### config.mk
export PLATFORM = sky130hd
export DESIGN_NAME = bbm_core
export DESIGN_NICKNAME = d
export VERILOG_FILES = /design/src/bbm_pkg.sv /design/src/bbm_core.sv /design/src/bbm_eval.sv
export VERILOG_INCLUDE_DIRS = /design/src
export SDC_FILE = /design/constraint.sdc
export NUM_CORES = 2
export LEC_CHECK = 0
export ABC_AREA = 1
export BUFFER_PORTS_ARGS = -buffer_cell sky130_fd_sc_hd__clkbuf_2
export CELL_PAD_IN_SITES_DETAIL_PLACEMENT = 1
export CELL_PAD_IN_SITES_GLOBAL_PLACEMENT = 2
export CORE_MARGIN = 2
export CORE_UTILIZATION = 34
export DETAILED_ROUTE_END_ITERATION = 8
export HOLD_SLACK_MARGIN = 0.03
export PLACE_DENSITY_LB_ADDON = 0.1
export SYNTH_ARGS = -nofsm -noshare
export SYNTH_HDL_FRONTEND = slang
export SYNTH_SLANG_ARGS = --single-unit
### constraint.sdc
create_clock -name clk -period 16.7 [get_ports clk]
set_clock_uncertainty 0.2 [all_clocks]
set_input_delay 3.34 -clock clk [delete_from_list [all_inputs] [get_ports clk]]
set_output_delay 3.34 -clock clk [all_outputs]
set_load 0.02 [all_outputs]
### src/bbm_consts.svh
`ifndef BBM_CONSTS_SVH
`define BBM_CONSTS_SVH

// Status flag bit positions
`define BBM_FLAG_C 0
`define BBM_FLAG_Z 1
`define BBM_FLAG_N 2
`define BBM_FLAG_V 3
`define BBM_FLAG_S 4
`define BBM_FLAG_H 5
`define BBM_FLAG_T 6
`define BBM_FLAG_I 7

// Register byte offsets and regions
`define BBM_ADDR_CMD 8'h00
`define BBM_ADDR_OFFSET 8'h04
`define BBM_ADDR_PC 8'h08
`define BBM_ADDR_FLAGS 8'h0c
`define BBM_ADDR_STATUS 8'h10
`define BBM_IO_TAG 3'h2
`define BBM_GPR_TAG 1'h1

// Command word fields
`define BBM_CMD_OP 5:0
`define BBM_CMD_RD 12:8
`define BBM_CMD_RR 20:16
`define BBM_CMD_BIT 26:24

// Reset values and cycle counts
`define BBM_PC_RESET 16'h0000
`define BBM_FLAGS_RESET 8'h00
`define BBM_CYC_ONE 2'h1
`define BBM_CYC_TWO 2'h2

`endif

### src/bbm_pkg.sv
package bbm_pkg;

  typedef enum logic [2:0] {
    BBM_ST_IDLE = 3'h1,
    BBM_ST_EXEC = 3'h2,
    BBM_ST_HOLD = 3'h4
  } bbm_state_e;

  typedef enum logic [5:0] {
    BBM_OP_NOP = 6'h00,
    BBM_OP_BRANCH_NOT_ZERO = 6'h01,
    BBM_OP_BRANCH_CARRY_ONE = 6'h02,
    BBM_OP_BRANCH_CARRY_ZERO = 6'h03,
    BBM_OP_BRANCH_SAME_OR_HIGHER = 6'h04,
    BBM_OP_BRANCH_LOWER = 6'h05,
    BBM_OP_BRANCH_NEGATIVE = 6'h06,
    BBM_OP_BRANCH_POSITIVE = 6'h07,
    BBM_OP_BRANCH_SIGNED_GE = 6'h08,
    BBM_OP_BRANCH_SIGNED_LT = 6'h09,
    BBM_OP_BRANCH_HALF_CARRY_ONE = 6'h0a,
    BBM_OP_BRANCH_HALF_CARRY_ZERO = 6'h0b,
    BBM_OP_BRANCH_TRANSFER_ONE = 6'h0c,
    BBM_OP_BRANCH_TRANSFER_ZERO = 6'h0d,
    BBM_OP_BRANCH_OVERFLOW_ONE = 6'h0e,
    BBM_OP_BRANCH_OVERFLOW_ZERO = 6'h0f,
    BBM_OP_BRANCH_IRQ_ENABLED = 6'h10,
    BBM_OP_BRANCH_IRQ_DISABLED = 6'h11,
    BBM_OP_SET_IO_BIT = 6'h12,
    BBM_OP_CLEAR_IO_BIT = 6'h13,
    BBM_OP_LOGIC_SHIFT_LEFT = 6'h14,
    BBM_OP_LOGIC_SHIFT_RIGHT = 6'h15,
    BBM_OP_ROTATE_LEFT_CARRY = 6'h16,
    BBM_OP_ARITH_SHIFT_RIGHT = 6'h17,
    BBM_OP_FLAG_SET = 6'h18,
    BBM_OP_FLAG_CLEAR = 6'h19,
    BBM_OP_BIT_STORE_TRANSFER = 6'h1a,
    BBM_OP_BIT_LOAD_TRANSFER = 6'h1b,
    BBM_OP_COPY_REGISTER_BYTE = 6'h1c,
    BBM_OP_COPY_REGISTER_PAIR = 6'h1d
  } bbm_op_e;

  // Avalon-MM request from the master
  typedef struct packed {
    logic read;
    logic write;
    logic [7:0] address;
    logic [31:0] writedata;
    logic [3:0] byteenable;
  } bbm_avs_req_s;

  // Branch condition and shift result
  typedef struct packed {
    logic is_branch;
    logic taken;
    logic is_shift;
    logic [7:0] shifted;
    logic [7:0] shift_flags;
  } bbm_eval_s;

  typedef struct packed {
    bbm_state_e st;
    bbm_op_e op;
    logic [4:0] rd;
    logic [4:0] rr;
    logic [2:0] bsel;
    logic [7:0] koff;
    logic [15:0] pc;
    logic [7:0] flags;
    logic [1:0] last_cyc;
    logic rd_done;
    logic [31:0] rdata;
    logic [7:0][7:0] io;
    logic [31:0][7:0] gpr;
  } bbm_core_s;

endpackage : bbm_pkg

### src/bbm_core.sv
// Operation
// RL1 - Not-zero branch jumps to pc plus offset plus one when Z clear; 1/2 cycles.
// RL2 - Carry-one and lower branch on C set; carry-zero and same-or-higher on C clear.
// RL3 - Negative branch on N set, positive branch on N clear, target pc+k+1.
// RL4 - Signed ge branches when N xor V is zero, signed lt when it is one.
// RL5 - Half-carry branches test H set or clear and change no flag.
// RL6 - Transfer branches test T set or clear; one cycle untaken, two taken.
// RL7 - Overflow branches test V set or clear and alter no flag.
// RL8 - Interrupt branches test I set or clear; one or two cycles.
// RL9 - Set and clear io bit change one io bit only, no flags, two cycles.
// RL10 - Left shift moves bits up, zero into bit 0, updates Z C N V.
// RL11 - Right shift moves bits down, zero into bit 7, updates Z C N V.
// RL12 - Rotate left puts old carry in bit 0 and old bit 7 in carry.
// RL13 - Arithmetic right shift keeps the sign bit, updates Z C N V.
// RL14 - Each flag set or clear forces only its own flag, one cycle.
// RL15 - Interrupt enable sets I, interrupt disable clears I, one cycle.
// RL16 - Bit store copies a source register bit into T only.
// RL17 - Bit load writes T into a destination bit, flags unchanged.
// RL18 - Byte copy and pair copy move registers in one cycle, no flags.
// RL19 - Branch offset is a signed two's complement value.
//
// Implementation choices: the register offsets and the Avalon-MM register port.
`include "bbm_consts.svh"

module bbm_core (
  input wire logic clk,
  input wire logic rst_n,
  input wire bbm_pkg::bbm_avs_req_s avs,
  output logic [31:0] readdata,
  output logic waitrequest,
  output logic busy,
  output logic [15:0] pc,
  output logic [7:0][7:0] io_regs
);

  logic [1:0] rst_pipe;
  logic rst_sync_n;
  bbm_pkg::bbm_core_s q;
  bbm_pkg::bbm_core_s d;
  bbm_pkg::bbm_eval_s ev;
  logic [7:0] opnd;
  logic [7:0] src;
  logic [31:0] wdat;
  logic wr_ok;

  // Reset release through two flops; assertion stays asynchronous
  always_ff @(posedge clk or negedge rst_n) begin
    if (!rst_n) begin
      rst_pipe <= 2'h0;
    end else begin
      rst_pipe <= {rst_pipe[0], 1'b1};
    end
  end
  assign rst_sync_n = rst_pipe[1];

  // Signed offset added to the step of one
  function automatic logic [15:0] bbm_pc_next(input logic [15:0] cur,
                                              input logic [7:0] k,
                                              input logic taken);
    logic [15:0] step;
    step = 16'h0001;
    if (taken) begin
      step = {{8{k[7]}}, k} + 16'h0001; // [RL19]
    end
    return cur + step;
  endfunction : bbm_pc_next

  // Replace one bit of a byte
  function automatic logic [7:0] bbm_put_bit(input logic [7:0] b,
                                             input logic [2:0] idx,
                                             input logic val);
    logic [7:0] r;
    r = b;
    r[idx] = val;
    return r;
  endfunction : bbm_put_bit

  // Register view for reads and for byte-lane merging on writes
  function automatic logic [31:0] bbm_view(input bbm_pkg::bbm_core_s s,
                                           input logic [7:0] a);
    logic [31:0] r;
    r = 32'h0000_0000;
    if (a[7] == `BBM_GPR_TAG) begin
      r[7:0] = s.gpr[a[6:2]];
    end else if (a[7:5] == `BBM_IO_TAG) begin
      r[7:0] = s.io[a[4:2]];
    end else begin
      case ({a[7:2], 2'h0})
        `BBM_ADDR_CMD: begin
          r[`BBM_CMD_OP] = s.op;
          r[`BBM_CMD_RD] = s.rd;
          r[`BBM_CMD_RR] = s.rr;
          r[`BBM_CMD_BIT] = s.bsel;
        end
        `BBM_ADDR_OFFSET: r[7:0] = s.koff;
        `BBM_ADDR_PC: r[15:0] = s.pc;
        `BBM_ADDR_FLAGS: r[7:0] = s.flags;
        `BBM_ADDR_STATUS: r[2:0] = {s.st != bbm_pkg::BBM_ST_IDLE, s.last_cyc};
        default: r = 32'h0000_0000;
      endcase
    end
    return r;
  endfunction : bbm_view

  bbm_eval u_eval (
    .op(q.op),
    .flags(q.flags),
    .opnd(opnd),
    .ev(ev)
  );

  assign opnd = q.gpr[q.rd];
  assign src = q.gpr[q.rr];
  assign busy = (q.st != bbm_pkg::BBM_ST_IDLE);
  // Writes stall while an instruction runs so software never races the core
  assign wr_ok = avs.write && !busy;
  // Reads always take two cycles so readdata comes from a flop
  assign waitrequest = (avs.read && !q.rd_done) || (avs.write && busy);
  assign wdat = (bbm_view(q, avs.address) & ~{{8{avs.byteenable[3]}},
                {8{avs.byteenable[2]}}, {8{avs.byteenable[1]}},
                {8{avs.byteenable[0]}}})
              | (avs.writedata & {{8{avs.byteenable[3]}},
                {8{avs.byteenable[2]}}, {8{avs.byteenable[1]}},
                {8{avs.byteenable[0]}}});
  assign readdata = q.rdata;
  assign pc = q.pc;
  assign io_regs = q.io;

  // Next state: bus slave, then the execution sequence
  always_comb begin
    d = q;
    d.rd_done = 1'b0;
    if (avs.read && !q.rd_done) begin
      d.rdata = bbm_view(q, avs.address);
      d.rd_done = 1'b1;
    end
    if (wr_ok) begin
      if (avs.address[7] == `BBM_GPR_TAG) begin
        d.gpr[avs.address[6:2]] = wdat[7:0];
      end else if (avs.address[7:5] == `BBM_IO_TAG) begin
        d.io[avs.address[4:2]] = wdat[7:0];
      end else begin
        case ({avs.address[7:2], 2'h0})
          `BBM_ADDR_CMD: begin
            d.op = bbm_pkg::bbm_op_e'(wdat[`BBM_CMD_OP]);
            d.rd = wdat[`BBM_CMD_RD];
            d.rr = wdat[`BBM_CMD_RR];
            d.bsel = wdat[`BBM_CMD_BIT];
            d.st = bbm_pkg::BBM_ST_EXEC;
          end
          `BBM_ADDR_OFFSET: d.koff = wdat[7:0];
          `BBM_ADDR_PC: d.pc = wdat[15:0];
          `BBM_ADDR_FLAGS: d.flags = wdat[7:0];
          default: d.koff = q.koff;
        endcase
      end
    end

    case (q.st)
      bbm_pkg::BBM_ST_IDLE: begin
        d.last_cyc = q.last_cyc;
      end
      bbm_pkg::BBM_ST_EXEC: begin
        d.pc = bbm_pc_next(q.pc, q.koff, 1'b0);
        d.last_cyc = `BBM_CYC_ONE;
        d.st = bbm_pkg::BBM_ST_IDLE;
        if (ev.is_branch) begin
          // Taken branches spend a second cycle [RL1] [RL2] [RL6] [RL8]
          d.pc = bbm_pc_next(q.pc, q.koff, ev.taken); // [RL1] [RL3] [RL19]
          if (ev.taken) begin
            d.last_cyc = `BBM_CYC_TWO;
            d.st = bbm_pkg::BBM_ST_HOLD;
          end
        end else if (ev.is_shift) begin
          d.gpr[q.rd] = ev.shifted; // [RL10] [RL11] [RL12] [RL13]
          d.flags = ev.shift_flags;
        end else begin
          case (q.op)
            bbm_pkg::BBM_OP_SET_IO_BIT,
            bbm_pkg::BBM_OP_CLEAR_IO_BIT: begin
              // Read-modify-write of one bit needs the extra cycle
              d.io[q.rr[2:0]] = bbm_put_bit(q.io[q.rr[2:0]], q.bsel,
                                  q.op == bbm_pkg::BBM_OP_SET_IO_BIT); // [RL9]
              d.last_cyc = `BBM_CYC_TWO;
              d.st = bbm_pkg::BBM_ST_HOLD;
            end
            bbm_pkg::BBM_OP_FLAG_SET,
            bbm_pkg::BBM_OP_FLAG_CLEAR: begin
              // Bit select names the flag, I included [RL14] [RL15]
              d.flags = bbm_put_bit(q.flags, q.bsel,
                                    q.op == bbm_pkg::BBM_OP_FLAG_SET);
            end
            bbm_pkg::BBM_OP_BIT_STORE_TRANSFER: begin
              d.flags[`BBM_FLAG_T] = src[q.bsel]; // [RL16]
            end
            bbm_pkg::BBM_OP_BIT_LOAD_TRANSFER: begin
              d.gpr[q.rd] = bbm_put_bit(opnd, q.bsel, q.flags[`BBM_FLAG_T]); // [RL17]
            end
            bbm_pkg::BBM_OP_COPY_REGISTER_BYTE: begin
              d.gpr[q.rd] = src; // [RL18]
            end
            bbm_pkg::BBM_OP_COPY_REGISTER_PAIR: begin
              // Pair indices are forced even, low byte first
              d.gpr[{q.rd[4:1], 1'b0}] = q.gpr[{q.rr[4:1], 1'b0}]; // [RL18]
              d.gpr[{q.rd[4:1], 1'b1}] = q.gpr[{q.rr[4:1], 1'b1}];
            end
            default: d.st = bbm_pkg::BBM_ST_IDLE;
          endcase
        end
      end
      bbm_pkg::BBM_ST_HOLD: begin
        d.st = bbm_pkg::BBM_ST_IDLE;
      end
      default: d.st = bbm_pkg::BBM_ST_IDLE;
    endcase
  end

  // Single state register
  always_ff @(posedge clk or negedge rst_sync_n) begin
    if (!rst_sync_n) begin
      q <= '0;
      q.st <= bbm_pkg::BBM_ST_IDLE;
      q.op <= bbm_pkg::BBM_OP_NOP;
      q.pc <= `BBM_PC_RESET;
      q.flags <= `BBM_FLAGS_RESET;
    end else begin
      q <= d;
    end
  end
endmodule : bbm_core

### src/bbm_eval.sv
`include "bbm_consts.svh"

module bbm_eval (
  input wire bbm_pkg::bbm_op_e op,
  input wire logic [7:0] flags,
  input wire logic [7:0] opnd,
  output bbm_pkg::bbm_eval_s ev
);

  logic carry;
  logic [7:0] res;

  // Branch conditions; flags themselves are never touched by a branch
  always_comb begin
    ev = '0;
    ev.is_branch = 1'b1;
    case (op)
      bbm_pkg::BBM_OP_BRANCH_NOT_ZERO: ev.taken = !flags[`BBM_FLAG_Z]; // [RL1]
      bbm_pkg::BBM_OP_BRANCH_CARRY_ONE,
      bbm_pkg::BBM_OP_BRANCH_LOWER: ev.taken = flags[`BBM_FLAG_C]; // [RL2]
      bbm_pkg::BBM_OP_BRANCH_CARRY_ZERO,
      bbm_pkg::BBM_OP_BRANCH_SAME_OR_HIGHER: ev.taken = !flags[`BBM_FLAG_C]; // [RL2]
      bbm_pkg::BBM_OP_BRANCH_NEGATIVE: ev.taken = flags[`BBM_FLAG_N]; // [RL3]
      bbm_pkg::BBM_OP_BRANCH_POSITIVE: ev.taken = !flags[`BBM_FLAG_N]; // [RL3]
      bbm_pkg::BBM_OP_BRANCH_SIGNED_GE:
        ev.taken = !(flags[`BBM_FLAG_N] ^ flags[`BBM_FLAG_V]); // [RL4]
      bbm_pkg::BBM_OP_BRANCH_SIGNED_LT:
        ev.taken = flags[`BBM_FLAG_N] ^ flags[`BBM_FLAG_V]; // [RL4]
      bbm_pkg::BBM_OP_BRANCH_HALF_CARRY_ONE: ev.taken = flags[`BBM_FLAG_H]; // [RL5]
      bbm_pkg::BBM_OP_BRANCH_HALF_CARRY_ZERO: ev.taken = !flags[`BBM_FLAG_H]; // [RL5]
      bbm_pkg::BBM_OP_BRANCH_TRANSFER_ONE: ev.taken = flags[`BBM_FLAG_T]; // [RL6]
      bbm_pkg::BBM_OP_BRANCH_TRANSFER_ZERO: ev.taken = !flags[`BBM_FLAG_T]; // [RL6]
      bbm_pkg::BBM_OP_BRANCH_OVERFLOW_ONE: ev.taken = flags[`BBM_FLAG_V]; // [RL7]
      bbm_pkg::BBM_OP_BRANCH_OVERFLOW_ZERO: ev.taken = !flags[`BBM_FLAG_V]; // [RL7]
      bbm_pkg::BBM_OP_BRANCH_IRQ_ENABLED: ev.taken = flags[`BBM_FLAG_I]; // [RL8]
      bbm_pkg::BBM_OP_BRANCH_IRQ_DISABLED: ev.taken = !flags[`BBM_FLAG_I]; // [RL8]
      default: ev.is_branch = 1'b0;
    endcase

    // Shifts; S is left alone since only Z, C, N and V change
    carry = 1'b0;
    res = opnd;
    ev.is_shift = 1'b1;
    case (op)
      bbm_pkg::BBM_OP_LOGIC_SHIFT_LEFT: begin
        res = {opnd[6:0], 1'b0}; // [RL10]
        carry = opnd[7];
      end
      bbm_pkg::BBM_OP_LOGIC_SHIFT_RIGHT: begin
        res = {1'b0, opnd[7:1]}; // [RL11]
        carry = opnd[0];
      end
      bbm_pkg::BBM_OP_ROTATE_LEFT_CARRY: begin
        res = {opnd[6:0], flags[`BBM_FLAG_C]}; // [RL12]
        carry = opnd[7];
      end
      bbm_pkg::BBM_OP_ARITH_SHIFT_RIGHT: begin
        res = {opnd[7], opnd[7:1]}; // [RL13]
        carry = opnd[0];
      end
      default: ev.is_shift = 1'b0;
    endcase
    ev.shifted = res;
    ev.shift_flags = flags;
    ev.shift_flags[`BBM_FLAG_C] = carry;
    ev.shift_flags[`BBM_FLAG_Z] = (res == 8'h00);
    ev.shift_flags[`BBM_FLAG_N] = res[7];
    ev.shift_flags[`BBM_FLAG_V] = res[7] ^ carry; // Overflow follows N xor C
  end

endmodule : bbm_eval

# Yosys cells after proc, flatten, opt, wreduce, memory -nomap -nowiden

Cells that the tools add are included.
Widths: inputs -> output; s select.

Input port bits: 48
Flip-flop bits (word level): 411
Logic and storage cells: 256

Add/sub/neg operators: 3
Order comparisons: 17
Eq/ne operators: 44
Bitwise logic cells: 8
Reductions and logical operators: 37
Multiplexer cells: 94

Operators with widths:

| operator           | number |
|---|---|
| $bwmux 256         | 6 |
| $mux 320           | 3 |
| $pmux 256 s3       | 1 |
| $mux 256           | 2 |
| $mux 64            | 4 |
| $mux 54            | 3 |
| $mux 8             | 19 |
| $bwmux 64          | 2 |
| $bmux 8 s5         | 3 |
| $eq 6x5->1 const B | 14 |
| $demux 8 s5        | 2 |
| $mux 16            | 5 |
| $bmux 8 s4         | 2 |
| $demux 8 s4        | 2 |
| $and 27x27->27     | 2 |
| $bmux 8 s3         | 2 |
| $demux 8 s3        | 2 |
| $eq 6x4->1 const B | 8 |
| $lt 5x6->1 const B | 7 |
| $mux 19            | 2 |
| $mux 33            | 1 |
| $pmux 8 s4         | 1 |
| $eq 6x3->1 const B | 5 |
| $not 27->27        | 1 |
| 44 further kinds   | 104 |

# Logic depth before layout (Yosys ltp)

Depth in word-level cells: 16
Mapped depth: 25

# Cells and area by module

Synthesis repeated with hierarchy kept, for this count alone.

Cells, all modules: 9884
Area, all modules: 53128.5 sq um

Modules (own cells, without submodules):

| module   | area each (sq um) | cells each | times used | seq. area each (sq um) |
|---|---|---|---|---|
| bbm_core | 52421.5           | 9733       | 1          | 10085.9 |
| bbm_eval | 706.9             | 151        | 1          | 0.0 |

# Worst setup path after synthesis

OpenSTA, ideal clock, no wires.

Kind: input port to output port
Start: input avs[45] (netlist name)
End: output waitrequest
Data required time: 13.160 ns
Slack: 8.904 ns
Stages on the path: 5
Buffers on the path: 1
Data arrival time: 4.256 ns
Cell sequence: inv_1 nor2_1 clkinv_1 clkbuf_1 nand2_1

Longest elaborated chain between the ends: 2

RTL lines:

| element           | RTL line        | source |
|---|---|---|
| from (decl)       | bbm_core.sv:28  | `input wire bbm_pkg::bbm_avs_req_s avs,` |
| $logic_and 1x1->1 | bbm_core.sv:118 | `assign waitrequest = (avs.read && !q.rd_done) \|\| (avs.write && busy);` |
| $logic_or 1x1->1  | bbm_core.sv:118 |  |
| to (decl)         | bbm_core.sv:30  | `output logic waitrequest,` |

Every way passes these cells.

==> results.py <==
metrics = {
    "floorplanning": {
        "coreArea_sq_mm": 0.155,
        "dieWidth_um": 399,
        "row_count": 144,
        "die_h_um": 399,
        "start_util_pct": 34.3,
        "design.portCount": 162,
        "dieArea_sq_mm": 0.159,
    },
    "placement": {
        "gp_congestion": 0.999,
        "placed_area_sq_mm": 0.0543,
        "hpwl_um": 222000,
        "placed_cells": 11300,
        "io_buffers": 143,
    },
    "sta": {
        "rsz0062_at_grt": "no",
        "hold_viol": 0,
        "fmax_mhz": 120,
        "relSlewSlack_pct": -7.23,
        "fin_crit_ns": 8.30,
        "setup_viol": 0,
        "finalSetupTns_ns": 0,
        "hold_slack_ns": 0.151,
        "tightest_slew_ns": 1.61,
        "maxSlewViolCount": 62,
        "final.period_utilization_pct": 49.7,
    },
    "clocking": {
        "cts-htree-levels": 2,
        "post-cts-setup-buffers": 0,
        "clock_path_buffers": 3,
        "cts_sinks": 403,
        "worstSkewPairLatency_ns": 0.77,
        "clk_root_buffer_cell": "clkbuf_16",
        "cts_resized": 0,
        "cts_hold_buf": 0,
        "cts_made_buffers": 61,
        "clk_transition_reported_paths_ns": 0.06,
        "cts_tree": "built",
    },
    "critical_path": {
        "slowest_delay_ns": 0.88,
        "path_cells": "clkbuf_2, buf_4, inv_1, buf_4, nor2_2, inv_1, nor2_1, nor2_1, nand2_1, nand3_1, nand3_1, nand2_4, buf_4, nand2_1, nand3_1, nand2_1, nand3_1, nand2_1, a21oi_1",
        "crit_required_ns": 17.12,
        "reg2reg_slack_ns": 10.18,
        "crit_fanout": 48,
        "worstSetupPathType": "in2reg",
        "cp_top_family": "simple AND/OR/NAND/NOR gates",
        "worst_setup_path_end_kind": "register",
        "path_buf_inv": 6,
        "start_kind": "input port",
        "arrival_ns": 8.73,
        "crit_slowest_cell": "nor2_2",
    },
    "drt": {
        "drt_first_pass_iters": 6,
        "vias": 72000,
        "via_per_inst": 6.30,
        "drt-initial-drc-count": 8924,
        "final_antenna_net_count": 0,
        "routedWlPerCell_um": 31.2,
        "drc": 0,
        "wirelength_um": 357000,
    },
    "yosys": {
        "synth_cell_types": 49,
        "ys.flop_type": "dfrtp_1",
        "syn_area_sq_mm": 0.0531,
        "synth_edf_count": 0,
        "synthArstFlopShare_pct": 100,
        "synth_area_per_cell_sq_um": 5.42,
        "ys_seq_area_share_pct": 19.0,
        "yosys_warnings": 0,
        "ys_seq_elements": 403,
        "syn_inst": 9792,
    },
    "global_routing": {
        "overflow": 0,
        "grt_pass1_vias": 68300,
        "grt_usage_pct": 43.2,
        "grt_antenna_before_repair": 13,
        "grt_max_degree": 157,
        "grt_first_pass_wirelength_um": 504000,
    },
    "final_layout": {
        "fillers": 21300,
        "fin_util_pct": 36.5,
        "final_common_cell": "nand2_1",
        "final_cell_area_sq_mm": 0.0565,
        "finalNonFillerCells": 11400,
        "layout.nets": 9393,
        "synthToLayoutAreaGrowth_pct": 6.47,
        "drive_gt1_share_pct": 6.14,
        "layout_common_cells": "nand2_1 (2923), a21oi_1 (1239), nor2_1 (1147), nand3_1 (946), inv_1 (755)",
    },
    "pwr": {
        "leakagePower_nw": 28.2,
        "ir_worst_vdd_v": 0.000124,
        "power.density_mw_per_mm2": 117,
    },
    "flow_run": {
        "cap_violations": 0,
    },
    "run_status": {
        "outcome": "complete, but fails checks",
        "failed_checks": "slew limit",
    },
    "worst_hold_path": {
        "worstHoldPathType": "reg2reg",
    },
}
==> cells by family after synthesis <==
group | count (synthesis) | share of synthesized area, %
simple gates | 5187 | 39.4
compound gates | 2477 | 27.6
buf+inv | 1683 | 13.1
flops | 403 | 19.0
fa+ha+maj | 17 | 0.415
mux | 13 | 0.245
xor+xnor | 10 | 0.165
other cells | 2 | 0.0142
==> layer usage <==
metal	track usage, %	share of wire, %
met2	62.2	41
met4	26.2	6.9
met3	11.5	11
met1	57.4	41
met5	0	0.042
==> power by group <==
group          total, W  internal [W]  switching (W)
clock network   0.00150      0.000864       0.000633
logic           0.00372      0.000772        0.00295
registers       0.00138       0.00111       0.000271
total           0.00659       0.00274        0.00385
==> cell usage after synthesis, drive strengths merged, types with 13 or more instances <==
cell type  instances  area share, %
o2111ai           37           0.61
o211ai            75            1.1
a22oi            116            1.6
a21oi           1239             12
a21boi           257            3.6
o41ai             15           0.25
dfrtp            402             19
nor3              51           0.52
clkbuf           532            3.8
nand2           2960             21
inv              787            5.6
a31oi             48           0.57
clkinv            27           0.19
o21ai            287            2.7
o21bai           258            3.7
mux2i             13           0.25
nor2            1193            8.6
buf              337            3.6
nand3            953            9.0
o22ai            125            1.5
ha                16           0.38
==> worst register-to-register path, delay by kind of cell (launching register included) <==
kind | cells | cell delay [ns]
AO/OA/AOI/OAI | 3 | 0.58
buffers and inverters | 3 | 2.24
flip-flops | 1 | 0.82
AND/OR/NAND/NOR | 9 | 2.52
==> final timing paths <==
path / endpoint / from / cells past startpoint
worst max-delay path: q[90]$_DFF_PN0_ / avs[40] / 19
worst min-delay path: rst_pipe[1]$_DFF_PN0_ / rst_pipe[0]$_DFF_PN0_ / 0
worst max register to register: q[197]$_DFF_PN0_ / q[390]$_DFFE_PN0P_ / 15
worst min register to register: rst_pipe[1]$_DFF_PN0_ / rst_pipe[0]$_DFF_PN0_ / 0
max in group asynchronous: q[40]$_DFF_PN0_ / rst_pipe[1]$_DFF_PN0_ / 3
min in group asynchronous: q[215]$_DFF_PN0_ / rst_pipe[1]$_DFF_PN0_ / 0
==> final cells by class <==
cell class	instances	area (sq um)	share of cell area [%]
Multi-Input combinational cell	7713	36400	64.4
Clock buffer	82	1690	2.98
Clock inverter	30	500	0.886
Sequential cell	403	10100	17.9
Tap cell	2044	2560	4.53
Inverter	814	3080	5.45
Timing Repair Buffer	335	2170	3.84
Antenna cell	11	27.5	0.0487
==> per-stage QoR <==
stage               worst slack, ns  power, W
CTS                            8.78   0.00637
floorplan                      4.44   0.00310
detailed placement             8.07   0.00486
global placement               8.10   0.00481
finish                         8.40   0.00659
global route                   8.52   0.00668
==> state kept, by name (all words and copies together), names as in the netlist <==
signal    count
pc           16
io_regs      64
q           297
rst_pipe      2
readdata     24
No activity file was read; power rests on OpenSTA's default activity.
